===== src/hw/cpu_flags_pkg.sv =====
package cpu_flags_pkg;

  // Bit positions inside the condition_flags register.
  localparam int FLAG_C = 0;
  localparam int FLAG_V = 1;
  localparam int FLAG_Z = 2;
  localparam int FLAG_N = 3;
  localparam int FLAG_I = 4;
  localparam int FLAG_H = 5;
  localparam int FLAG_X = 6;
  localparam int FLAG_S = 7;

  // Reset sets the stop-disable bit and both interrupt masks.
  localparam logic [7:0] FLAGS_RESET = 8'hd0;
  localparam logic [15:0] PC_RESET = 16'h0000;

  // Prebyte codes that select opcode pages 1 to 3.
  localparam logic [7:0] PREBYTE_PAGE1 = 8'h18;
  localparam logic [7:0] PREBYTE_PAGE2 = 8'h1a;
  localparam logic [7:0] PREBYTE_PAGE3 = 8'hcd;

  // Direct mode forces this high address byte.
  localparam logic [7:0] DIRECT_PAGE_HIGH = 8'h00;

  typedef enum logic [3:0] {
    ALU_ADD     = 4'h0,
    ALU_ADC     = 4'h1,
    ALU_SUB     = 4'h2,
    ALU_SBC     = 4'h3,
    ALU_CMP     = 4'h4,
    ALU_AND     = 4'h5,
    ALU_OR      = 4'h6,
    ALU_EOR     = 4'h7,
    ALU_LOAD    = 4'h8,
    ALU_ASL     = 4'h9,
    ALU_LSR     = 4'ha,
    ALU_ROL     = 4'hb,
    ALU_ROR     = 4'hc,
    ALU_ASR     = 4'hd,
    ALU_IDX_INC = 4'he,
    ALU_IDX_DEC = 4'hf
  } alu_op_t;

  typedef enum logic [2:0] {
    MODE_INH   = 3'h0,
    MODE_IMM   = 3'h1,
    MODE_DIR   = 3'h2,
    MODE_EXT   = 3'h3,
    MODE_IDX_X = 3'h4,
    MODE_IDX_Y = 3'h5,
    MODE_REL   = 3'h6
  } addr_mode_t;

  typedef enum logic [4:0] {
    S_OPCODE  = 5'b00001,
    S_DECODE  = 5'b00010,
    S_OPERAND = 5'b00100,
    S_ADDR    = 5'b01000,
    S_EXEC    = 5'b10000
  } fetch_state_t;

  typedef struct packed {
    alu_op_t     op;
    logic        wide;
    logic [15:0] a;
    logic [15:0] b;
  } alu_req_t;

  typedef struct packed {
    logic n;
    logic z;
    logic v;
    logic c;
    logic h;
  } alu_flags_t;

  typedef struct packed {
    logic [1:0]  page;
    logic [7:0]  opcode;
    addr_mode_t  mode;
    logic [23:0] operand;
    logic [15:0] ea;
    logic [2:0]  len;
  } insn_t;

endpackage


===== src/hw/flag_alu.sv =====
`timescale 1ns/100ps
`default_nettype none
module flag_alu (
  // Operation and incoming carry
  input  wire cpu_flags_pkg::alu_req_t   req_i,
  input  wire logic                      carry_i,
  // Result and raw flags
  output logic [15:0]                    result_o,
  output cpu_flags_pkg::alu_flags_t      flags_o
);
  import cpu_flags_pkg::*;

  logic [15:0] mask;
  logic [15:0] a;
  logic [15:0] bx;
  logic [15:0] r;
  logic [16:0] s;
  logic [3:0]  msb;
  logic        cin;
  logic        co;
  logic        v;
  logic        h;
  logic        arith;
  logic        sub;

  always_comb begin
    mask  = req_i.wide ? 16'hffff : 16'h00ff;
    msb   = req_i.wide ? 4'hf : 4'h7;
    a     = req_i.a & mask;
    bx    = req_i.b & mask;
    cin   = 1'b0;
    co    = carry_i;
    v     = 1'b0;
    h     = 1'b0;
    r     = 16'h0000;
    s     = 17'h00000;
    arith = 1'b0;
    sub   = 1'b0;
    unique case (req_i.op)
      ALU_ADD: arith = 1'b1;
      ALU_ADC: begin
        arith = 1'b1;
        cin   = carry_i;
      end
      ALU_SUB, ALU_CMP: begin
        arith = 1'b1;
        sub   = 1'b1;
        cin   = 1'b1;
      end
      ALU_SBC: begin
        arith = 1'b1;
        sub   = 1'b1;
        cin   = ~carry_i;
      end
      ALU_AND:  r = a & bx;
      ALU_OR:   r = a | bx;
      ALU_EOR:  r = a ^ bx;
      ALU_LOAD: r = bx;
      ALU_ASL: begin
        r  = (a << 1) & mask;
        co = a[msb];
      end
      ALU_LSR: begin
        r  = a >> 1;
        co = a[0];
      end
      ALU_ROL: begin
        r  = ((a << 1) | {15'h0000, carry_i}) & mask;
        co = a[msb];
      end
      ALU_ROR: begin
        r  = (a >> 1) | ({15'h0000, carry_i} << msb);
        co = a[0];
      end
      ALU_ASR: begin
        r  = (a >> 1) | ({15'h0000, a[msb]} << msb);
        co = a[0];
      end
      ALU_IDX_INC: r = req_i.a + 16'h0001;
      ALU_IDX_DEC: r = req_i.a - 16'h0001;
    endcase
    if (arith) begin
      // Subtraction adds the inverted operand; borrow is the inverted carry.
      if (sub) begin
        bx = ~req_i.b & mask;
      end
      s  = {1'b0, a} + {1'b0, bx} + {16'h0000, cin};
      r  = s[15:0] & mask;
      co = req_i.wide ? s[16] : s[8];
      if (sub) begin
        co = ~co;
      end
      v = (a[msb] == bx[msb]) && (r[msb] != a[msb]);
      h = a[4] ^ bx[4] ^ s[4];
    end else if (req_i.op inside {ALU_ASL, ALU_LSR, ALU_ROL, ALU_ROR, ALU_ASR}) begin
      v = r[msb] ^ co;
    end
    result_o  = r;
    flags_o.n = r[msb];
    flags_o.z = (r == 16'h0000);
    flags_o.v = v;
    flags_o.c = co;
    flags_o.h = h;
  end

endmodule
`default_nettype wire


===== src/hw/cpu_flags_and_address_modes.sv =====
`timescale 1ns/100ps
`default_nettype none
module cpu_flags_and_address_modes (
  // Clock, reset and clock enable
  input  wire logic                     core_clk_i,
  input  wire logic                     rst_i,
  input  wire logic                     ce_i,
  // Internal memory bus, instruction fetch
  output logic [15:0]                   mem_addr_o,
  output logic                          mem_rd_o,
  input  wire logic [7:0]               mem_data_i,
  input  wire logic                     mem_ack_i,
  // Opcode lookup
  output logic [1:0]                    decode_page_o,
  output logic [7:0]                    decode_opcode_o,
  input  wire cpu_flags_pkg::addr_mode_t decode_mode_i,
  input  wire logic [1:0]               decode_count_i,
  // Index registers and branch condition
  input  wire logic [15:0]              first_index_register_i,
  input  wire logic [15:0]              second_index_register_i,
  input  wire logic                     branch_cond_i,
  // Decoded instruction handed to execution
  output cpu_flags_pkg::insn_t          insn_o,
  output logic                          insn_valid_o,
  input  wire logic                     exec_done_i,
  input  wire logic                     pc_load_i,
  input  wire logic [15:0]              pc_value_i,
  output logic [15:0]                   pc_o,
  // ALU request and result
  input  wire logic                     alu_valid_i,
  input  wire cpu_flags_pkg::alu_req_t  alu_req_i,
  output logic [15:0]                   alu_result_o,
  output logic                          alu_store_o,
  input  wire logic                     muldiv_done_i,
  input  wire logic                     muldiv_err_i,
  // Flag loads from accumulator transfer or interrupt return
  input  wire logic                     flags_load_i,
  input  wire logic [7:0]               flags_load_value_i,
  output logic [7:0]                    condition_flags_o,
  // Interrupts
  input  wire logic                     irq_pending_i,
  output logic                          irq_take_o,
  input  wire logic                     nonmaskable_request_pin_n_i,
  output logic                          nonmaskable_request_pin_take_o,
  input  wire logic                     irq_stacked_i,
  input  wire logic                     nonmaskable_request_pin_stacked_i,
  // Low-power halt instruction
  input  wire logic                     stop_exec_i,
  output logic                          stop_enter_o,
  output logic                          stop_skip_o
);
  import cpu_flags_pkg::*;

  fetch_state_t state_reg;
  logic [15:0]  pc_reg;
  logic [1:0]   page_reg;
  logic         prebyte_reg;
  logic [7:0]   opcode_reg;
  addr_mode_t   mode_reg;
  logic [23:0]  operand_reg;
  logic [1:0]   left_reg;
  logic [2:0]   len_reg;
  logic [15:0]  ea_reg;
  logic [15:0]  after_opcode_reg;
  logic [7:0]   flags_reg;
  logic [7:0]   flags_next;
  logic [15:0]  alu_result;
  alu_flags_t   alu_flags;
  logic [15:0]  alu_result_reg;
  logic         alu_store_reg;
  logic         stop_enter_reg;
  logic         stop_skip_reg;
  logic [1:0]   nonmaskable_request_pin_sync_reg;
  logic [1:0]   prebyte_page;
  logic         is_prebyte;
  logic [15:0]  ea_next;
  logic [15:0]  rel_target;

  // Prebyte recognition; a prebyte after a prebyte is an opcode.
  always_comb begin
    prebyte_page = 2'h0;
    is_prebyte   = 1'b0;
    if (!prebyte_reg) begin
      unique case (mem_data_i)
        PREBYTE_PAGE1: begin
          prebyte_page = 2'h1;
          is_prebyte   = 1'b1;
        end
        PREBYTE_PAGE2: begin
          prebyte_page = 2'h2;
          is_prebyte   = 1'b1;
        end
        PREBYTE_PAGE3: begin
          prebyte_page = 2'h3;
          is_prebyte   = 1'b1;
        end
        default: begin
          prebyte_page = 2'h0;
          is_prebyte   = 1'b0;
        end
      endcase
    end
  end

  // Offsets are treated as unsigned for indexed and signed for branches.
  assign rel_target = pc_reg + {{8{operand_reg[7]}}, operand_reg[7:0]};

  always_comb begin
    ea_next = after_opcode_reg;
    unique case (mode_reg)
      MODE_IMM:   ea_next = after_opcode_reg;
      MODE_DIR:   ea_next = {DIRECT_PAGE_HIGH, operand_reg[7:0]};
      MODE_EXT:   ea_next = operand_reg[15:0];
      MODE_IDX_X: ea_next = first_index_register_i + {8'h00, operand_reg[7:0]};
      MODE_IDX_Y: ea_next = second_index_register_i + {8'h00, operand_reg[7:0]};
      MODE_REL:   ea_next = rel_target;
      MODE_INH:   ea_next = after_opcode_reg;
      default:    ea_next = after_opcode_reg;
    endcase
  end

  // Instruction fetch and addressing. Bytes are fetched one at a time, so
  // no alignment is ever needed and the cost is one bus cycle per byte.
  always_ff @(posedge core_clk_i or posedge rst_i) begin
    if (rst_i) begin
      state_reg        <= S_OPCODE;
      pc_reg           <= PC_RESET;
      page_reg         <= 2'h0;
      prebyte_reg      <= 1'b0;
      opcode_reg       <= 8'h00;
      mode_reg         <= MODE_INH;
      operand_reg      <= 24'h000000;
      left_reg         <= 2'h0;
      len_reg          <= 3'h0;
      ea_reg           <= 16'h0000;
      after_opcode_reg <= 16'h0000;
    end else if (ce_i) begin
      unique case (state_reg)
        S_OPCODE: begin
          if (mem_ack_i) begin
            pc_reg  <= pc_reg + 16'h0001;
            len_reg <= len_reg + 3'h1;
            if (is_prebyte) begin
              page_reg    <= prebyte_page;
              prebyte_reg <= 1'b1;
            end else begin
              opcode_reg       <= mem_data_i;
              after_opcode_reg <= pc_reg + 16'h0001;
              state_reg        <= S_DECODE;
            end
          end
        end
        S_DECODE: begin
          mode_reg    <= decode_mode_i;
          left_reg    <= decode_count_i;
          operand_reg <= 24'h000000;
          if (decode_count_i == 2'h0) begin
            state_reg <= S_ADDR;
          end else begin
            state_reg <= S_OPERAND;
          end
        end
        S_OPERAND: begin
          if (mem_ack_i) begin
            // The first byte lands highest, so words read big-endian.
            operand_reg <= {operand_reg[15:0], mem_data_i};
            pc_reg      <= pc_reg + 16'h0001;
            len_reg     <= len_reg + 3'h1;
            left_reg    <= left_reg - 2'h1;
            if (left_reg == 2'h1) begin
              state_reg <= S_ADDR;
            end
          end
        end
        S_ADDR: begin
          ea_reg <= ea_next;
          if (mode_reg == MODE_REL && branch_cond_i) begin
            pc_reg <= rel_target;
          end
          state_reg <= S_EXEC;
        end
        S_EXEC: begin
          if (exec_done_i) begin
            if (pc_load_i) begin
              pc_reg <= pc_value_i;
            end
            page_reg    <= 2'h0;
            prebyte_reg <= 1'b0;
            len_reg     <= 3'h0;
            state_reg   <= S_OPCODE;
          end
        end
        default: state_reg <= S_OPCODE;
      endcase
    end
  end

  assign mem_addr_o      = pc_reg;
  assign mem_rd_o        = (state_reg == S_OPCODE) || (state_reg == S_OPERAND);
  assign decode_page_o   = page_reg;
  assign decode_opcode_o = opcode_reg;
  assign insn_valid_o    = (state_reg == S_EXEC);
  assign pc_o            = pc_reg;
  assign insn_o.page     = page_reg;
  assign insn_o.opcode   = opcode_reg;
  assign insn_o.mode     = mode_reg;
  assign insn_o.operand  = operand_reg;
  assign insn_o.ea       = ea_reg;
  assign insn_o.len      = len_reg;

  flag_alu u_flag_alu (
    .req_i    (alu_req_i),
    .carry_i  (flags_reg[FLAG_C]),
    .result_o (alu_result),
    .flags_o  (alu_flags)
  );

  // Flag update. Hardware sets are applied last so a mask set by an
  // interrupt acknowledge wins over a load that clears it in the same cycle.
  always_comb begin
    flags_next = flags_reg;
    if (flags_load_i) begin
      flags_next          = flags_load_value_i;
      flags_next[FLAG_X]  = flags_reg[FLAG_X] & flags_load_value_i[FLAG_X];
    end
    if (alu_valid_i) begin
      unique case (alu_req_i.op)
        ALU_ADD, ALU_ADC: begin
          flags_next[FLAG_N] = alu_flags.n;
          flags_next[FLAG_Z] = alu_flags.z;
          flags_next[FLAG_V] = alu_flags.v;
          flags_next[FLAG_C] = alu_flags.c;
          if (!alu_req_i.wide) begin
            flags_next[FLAG_H] = alu_flags.h;
          end
        end
        ALU_SUB, ALU_SBC, ALU_CMP: begin
          flags_next[FLAG_N] = alu_flags.n;
          flags_next[FLAG_Z] = alu_flags.z;
          flags_next[FLAG_V] = alu_flags.v;
          flags_next[FLAG_C] = alu_flags.c;
        end
        ALU_AND, ALU_OR, ALU_EOR, ALU_LOAD: begin
          flags_next[FLAG_N] = alu_flags.n;
          flags_next[FLAG_Z] = alu_flags.z;
          flags_next[FLAG_V] = 1'b0;
        end
        ALU_ASL, ALU_LSR, ALU_ROL, ALU_ROR, ALU_ASR: begin
          flags_next[FLAG_N] = alu_flags.n;
          flags_next[FLAG_Z] = alu_flags.z;
          flags_next[FLAG_V] = alu_flags.v;
          flags_next[FLAG_C] = alu_flags.c;
        end
        ALU_IDX_INC, ALU_IDX_DEC: begin
          flags_next[FLAG_Z] = alu_flags.z;
        end
      endcase
    end
    if (muldiv_done_i) begin
      flags_next[FLAG_C] = muldiv_err_i;
    end
    if (irq_stacked_i) begin
      flags_next[FLAG_I] = 1'b1;
    end
    if (nonmaskable_request_pin_stacked_i) begin
      flags_next[FLAG_I] = 1'b1;
      flags_next[FLAG_X] = 1'b1;
    end
  end

  always_ff @(posedge core_clk_i or posedge rst_i) begin
    if (rst_i) begin
      flags_reg <= FLAGS_RESET;
    end else if (ce_i) begin
      flags_reg <= flags_next;
    end
  end

  assign condition_flags_o = flags_reg;

  // ALU result; a compare never asks for its difference to be stored.
  always_ff @(posedge core_clk_i or posedge rst_i) begin
    if (rst_i) begin
      alu_result_reg <= 16'h0000;
      alu_store_reg  <= 1'b0;
    end else if (ce_i) begin
      alu_store_reg <= alu_valid_i && (alu_req_i.op != ALU_CMP);
      if (alu_valid_i) begin
        alu_result_reg <= alu_result;
      end
    end
  end

  assign alu_result_o = alu_result_reg;
  assign alu_store_o  = alu_store_reg;

  // The request pin is asynchronous to the core clock.
  always_ff @(posedge core_clk_i or posedge rst_i) begin
    if (rst_i) begin
      nonmaskable_request_pin_sync_reg <= 2'b11;
    end else if (ce_i) begin
      nonmaskable_request_pin_sync_reg <= {nonmaskable_request_pin_sync_reg[0], nonmaskable_request_pin_n_i};
    end
  end

  // Pending requests are only gated here; arbitration sits outside.
  assign irq_take_o  = irq_pending_i && !flags_reg[FLAG_I];
  assign nonmaskable_request_pin_take_o = !nonmaskable_request_pin_sync_reg[1] && !flags_reg[FLAG_X];

  // Halt request resolves in one cycle to either entering stop or skipping.
  always_ff @(posedge core_clk_i or posedge rst_i) begin
    if (rst_i) begin
      stop_enter_reg <= 1'b0;
      stop_skip_reg  <= 1'b0;
    end else if (ce_i) begin
      stop_enter_reg <= stop_exec_i && !flags_reg[FLAG_S];
      stop_skip_reg  <= stop_exec_i && flags_reg[FLAG_S];
    end
  end

  assign stop_enter_o = stop_enter_reg;
  assign stop_skip_o  = stop_skip_reg;

endmodule
`default_nettype wire


===== config.mk =====
export PLATFORM = sky130hd
export DESIGN_NAME = cpu_flags_and_address_modes
export DESIGN_NICKNAME = d
export VERILOG_FILES = /design/src/hw/cpu_flags_pkg.sv /design/src/hw/flag_alu.sv /design/src/hw/cpu_flags_and_address_modes.sv
export SDC_FILE = /design/constraint.sdc
export NUM_CORES = 1
export LEC_CHECK = 0
export BUFFER_PORTS_ARGS = -buffer_cell sky130_fd_sc_hd__buf_2
export CAP_MARGIN = 20
export CORE_ASPECT_RATIO = 1.2
export CORE_UTILIZATION = 35
export DETAILED_ROUTE_END_ITERATION = 6
export PLACE_DENSITY = 0.6
export SYNTH_ARGS = -nofsm -noshare
export SYNTH_HDL_FRONTEND = slang
export SYNTH_SLANG_ARGS = --single-unit

===== constraint.sdc =====
create_clock -name core_clk_i -period 3.68 [get_ports core_clk_i]
set_clock_uncertainty 0.05 [all_clocks]
set_input_delay 0.184 -clock core_clk_i [delete_from_list [all_inputs] [get_ports core_clk_i]]
set_output_delay 0.184 -clock core_clk_i [all_outputs]
set_load 0.01 [all_outputs]

==> metrics.md <==
| Metric | Value |
|---|---|
| Initial Util | 35.6% |
| Clk pin slew, worst setup/hold paths | 0.06 ns |
| Area contributors post-synth | dfrtp_1 27%, ha_1 8.5%, nand2_1 5.3% |
| Max reg flops | 24 |
| Fillers | 3207 |
| # port buffers | 250 |
| Ys Warns | 0 |
| Final net count | 1795 |
| # DRC | 0 |
| Grt total ovfl | 0 |
| Number of synthesized flops with an enable pin | 0 |
| Sink Count | 125 |
| Total Routing Usage GR | 24.4% |
| Async SR Flop Fraction | 100% |
| Share of cells above drive strength 1 | 26.1% |
| Total number of vias | 11400 |
| Worst skew pair latency | 0.42 ns |
| CP arrival | 3.87 ns |
| Pre-CTS setup slack | -0.0303 ns |
| Relative slew slack | 40.1% |
| CTS buffer count | 17 |
| Area grow syn2layout | 22.3% |
| Final Hold Fails | 0 |
| Post-Syn Nets | 1544 |
| Worst Tran Pin Value | 0.896 ns |
| Num ports | 251 |
| PwrDens | 620 nW/um^2 |
| Cell taking the most area after synthesis | dfrtp_1 |
| Hold Path Class | input port to flip-flop |
| Multi-input gate area | 7230 um^2 |
| Netlist cell types | 96 |
| Startpoint type of the worst setup path | flip-flop |
| Top cell type's share of synthesized area | 26.8% |
| R2R Path Start | condition_flags_o[0] |
| DRT antenna net count | 0 |
| Critical Path Fanout Max | 3 |
| Clock share of power | 19.8% |
| Root Driver | clkbuf_16 |
| Hold path start | mem_data_i[1] |
| NetSw | 0.00375 W |
| Unrepaired setup endpoints after global routing | yes |
| Reg power frac | 27.1% |
| Die footprint | 32500 um^2 |
| Comb power frac | 53.1% |
| Largest net degree at the start of global routing | 89 |
| H-tree Lvls | 4 |
| Initial antenna violation count | 2 |
| Row count | 71 |
| Post-synthesis cell count | 1342 |
| Power Internal | 0.00469 W |
| Peak Freq | 280 MHz |
| Die Span X | 165 um |
| Routed len/inst | 20.2 um |
| Mean post-synth cell area | 8.29 um^2 |
| Leak Pwr | 6.31 nW |
| DPL Wire Length | 31.6 mm |
| Chip height | 197 um |
| First-pass iteration count of the detailed router | 5 |
| CTS max path bufs | 2 |
| Final max-slew violation count | 0 |
| First-pass GRT wire length | 60.6 mm |
| CP Data Required Time | 3.99 ns |
| Via density | 5.67 |
| Register area share after synthesis | 28.2% |
| Final worst-path cycle share | 96.9% |
| Reg area | 3140 um^2 |
| Core area | 31300 um^2 |
| Power Total | 0.00843 W |
| Setup slack after layout | 0.114 ns |
| CP Class | flip-flop to flip-flop |
| Max Cap Viol | 0 |
| Global placement routability congestion | 0.943 |
| Worst Setup SP | condition_flags_o[0] |
| VDD IR max | 0.389 mV |
| 1st-iter DRT viols | 897 |
| Crit end category | flip-flop |
| Outcome | complete, no violations |
| Synth Flop Type | dfrtp_1 |
| Switch share | 44.4% |
| Number of global-route vias before repair | 10800 |
| TritonCTS clock tree | done |
| Mapped Area | 11100 um^2 |
| Min Clock Period, post-route | 3.57 ns |
| # setup viols final | 0 |
| Routed wire length | 40.4 mm |
| Flops & latches, synth | 125 |
-- cells in the final DEF, fill, tap and decap left out, drive strengths merged, types with 19 or more instances in the layout --
| cell type | count |
|---|---|
| a21oi | 80 |
| a31oi | 24 |
| buf | 313 |
| clkbuf | 23 |
| dfrtp | 119 |
| dlygate4sd3 | 19 |
| ha | 76 |
| inv | 65 |
| mux2 | 35 |
| mux2i | 32 |
| nand2 | 156 |
| nand3 | 29 |
| nor2 | 113 |
| nor3 | 33 |
| o21ai | 105 |
| o22ai | 22 |
| xnor2 | 65 |
| xor2 | 19 |
-- metrics by stage --
step                cells  hold WS [ns]  area [um^2]  utilization (%)  setup TNS (ns)
floorplan            1342         0.226        11100                -        -0.00600
global placement     1955         0.346        12800             40.9               0
detailed placement   1955         0.352        12800             40.9         -0.0504
CTS                  2004       0.00515        13600             43.4               0
global route         2006        0.0292        13600             43.5          -0.116
finish               2006        0.0216        13600             43.5               0
-- area by class of cell --
class | instances | share of cell area [%]
diodes | 1 | 0.0184
clock buffers | 23 | 3.59
clock inverters | 7 | 0.644
inverters | 66 | 1.86
multi-input cells | 1051 | 53.1
flip-flops and latches | 125 | 23.0
well taps | 401 | 3.69
repair buffers | 332 | 14.1
-- worst max-delay path: stages, from the launching register on --
cell and delay (ns):
dfrtp_1 0.39, mux2i_1 0.21, nor2_1 0.05, a21oi_1 0.12, nor2_1 0.08, fa_2 0.38
fa_2 0.36, a211oi_2 0.25, o21ai_2 0.13, a31oi_1 0.19, buf_4 0.14, o21ai_1 0.10
o41ai_2 0.27, mux2i_1 0.13, a221oi_2 0.28, and4_1 0.22, a31o_1 0.14
-- routing by layer --
metal	vias up	global-route usage (%)	wire length [um]
li1	5347	-	-
met1	5471	27.8	15700
met2	449	44.1	20600
met3	100	2.94	2140
met4	2	12.7	1970
met5	-	0	13
-- synth_stat cells (all sizes together), types with 9 or more instances --
master	number
a211oi	12
a21o	13
a21oi	80
a221oi	18
a22oi	9
a31oi	24
and3	14
buf	60
clkbuf	40
dfrtp	119
ha	76
inv	65
mux2	35
mux2i	32
nand2	156
nand2b	16
nand3	29
nand4	9
nor2	113
nor2b	15
nor3	33
o21ai	105
o221ai	9
o22ai	22
o31ai	13
xnor2	65
xor2	19
-- worst paths after layout --
check	cells past startpoint	slack (ns)	end
worst max-delay path	16	0.11	condition_flags_o[2]
worst min-delay path	3	0.02	operand_reg[1]
worst max register to register	16	0.11	condition_flags_o[2]
worst min register to register	2	0.43	ea_reg[13]
max in group asynchronous	4	2.29	operand_reg[18]
min in group asynchronous	3	0.44	alu_result_o[9]
-- cells by family (layout without fill, tap and decap cells) --
family	Yosys count	after routing	synth area share, %
AO/OA/AOI/OAI	388	388	23.3
XOR/XNOR	84	84	6.61
adder cells (fa/ha/maj)	80	80	9.27
buffers and inverters	166	428	7.22
flip-flops	125	125	28.2
multiplexers	67	67	6.46
other	0	1	0
AND/OR/NAND/NOR	432	432	18.9
-- power by group through the flow --
| stage | Clock, W | Sequential, W | Combinational, W |
|---|---|---|---|
| floorplan | 0 | 0.00232 | 0.00292 |
| global placement | 0 | 0.00229 | 0.00435 |
| detailed placement | 0 | 0.00230 | 0.00440 |
| CTS | 0.00171 | 0.00228 | 0.00444 |
| global route | 0.00177 | 0.00234 | 0.00489 |
| finish | 0.00167 | 0.00229 | 0.00447 |
-- repair_timing --
| item | 4_1_cts | 5_1_grt |
|---|---|---|
| hold buffers | 19 | 0 |
| setup buffers | 0 | 1 |
| resized for setup | 0 | 7 |
| hold endpoints to repair | 102 | 0 |
| setup endpoints to repair | 0 | 6 |
(Power assumes the default switching activity.)
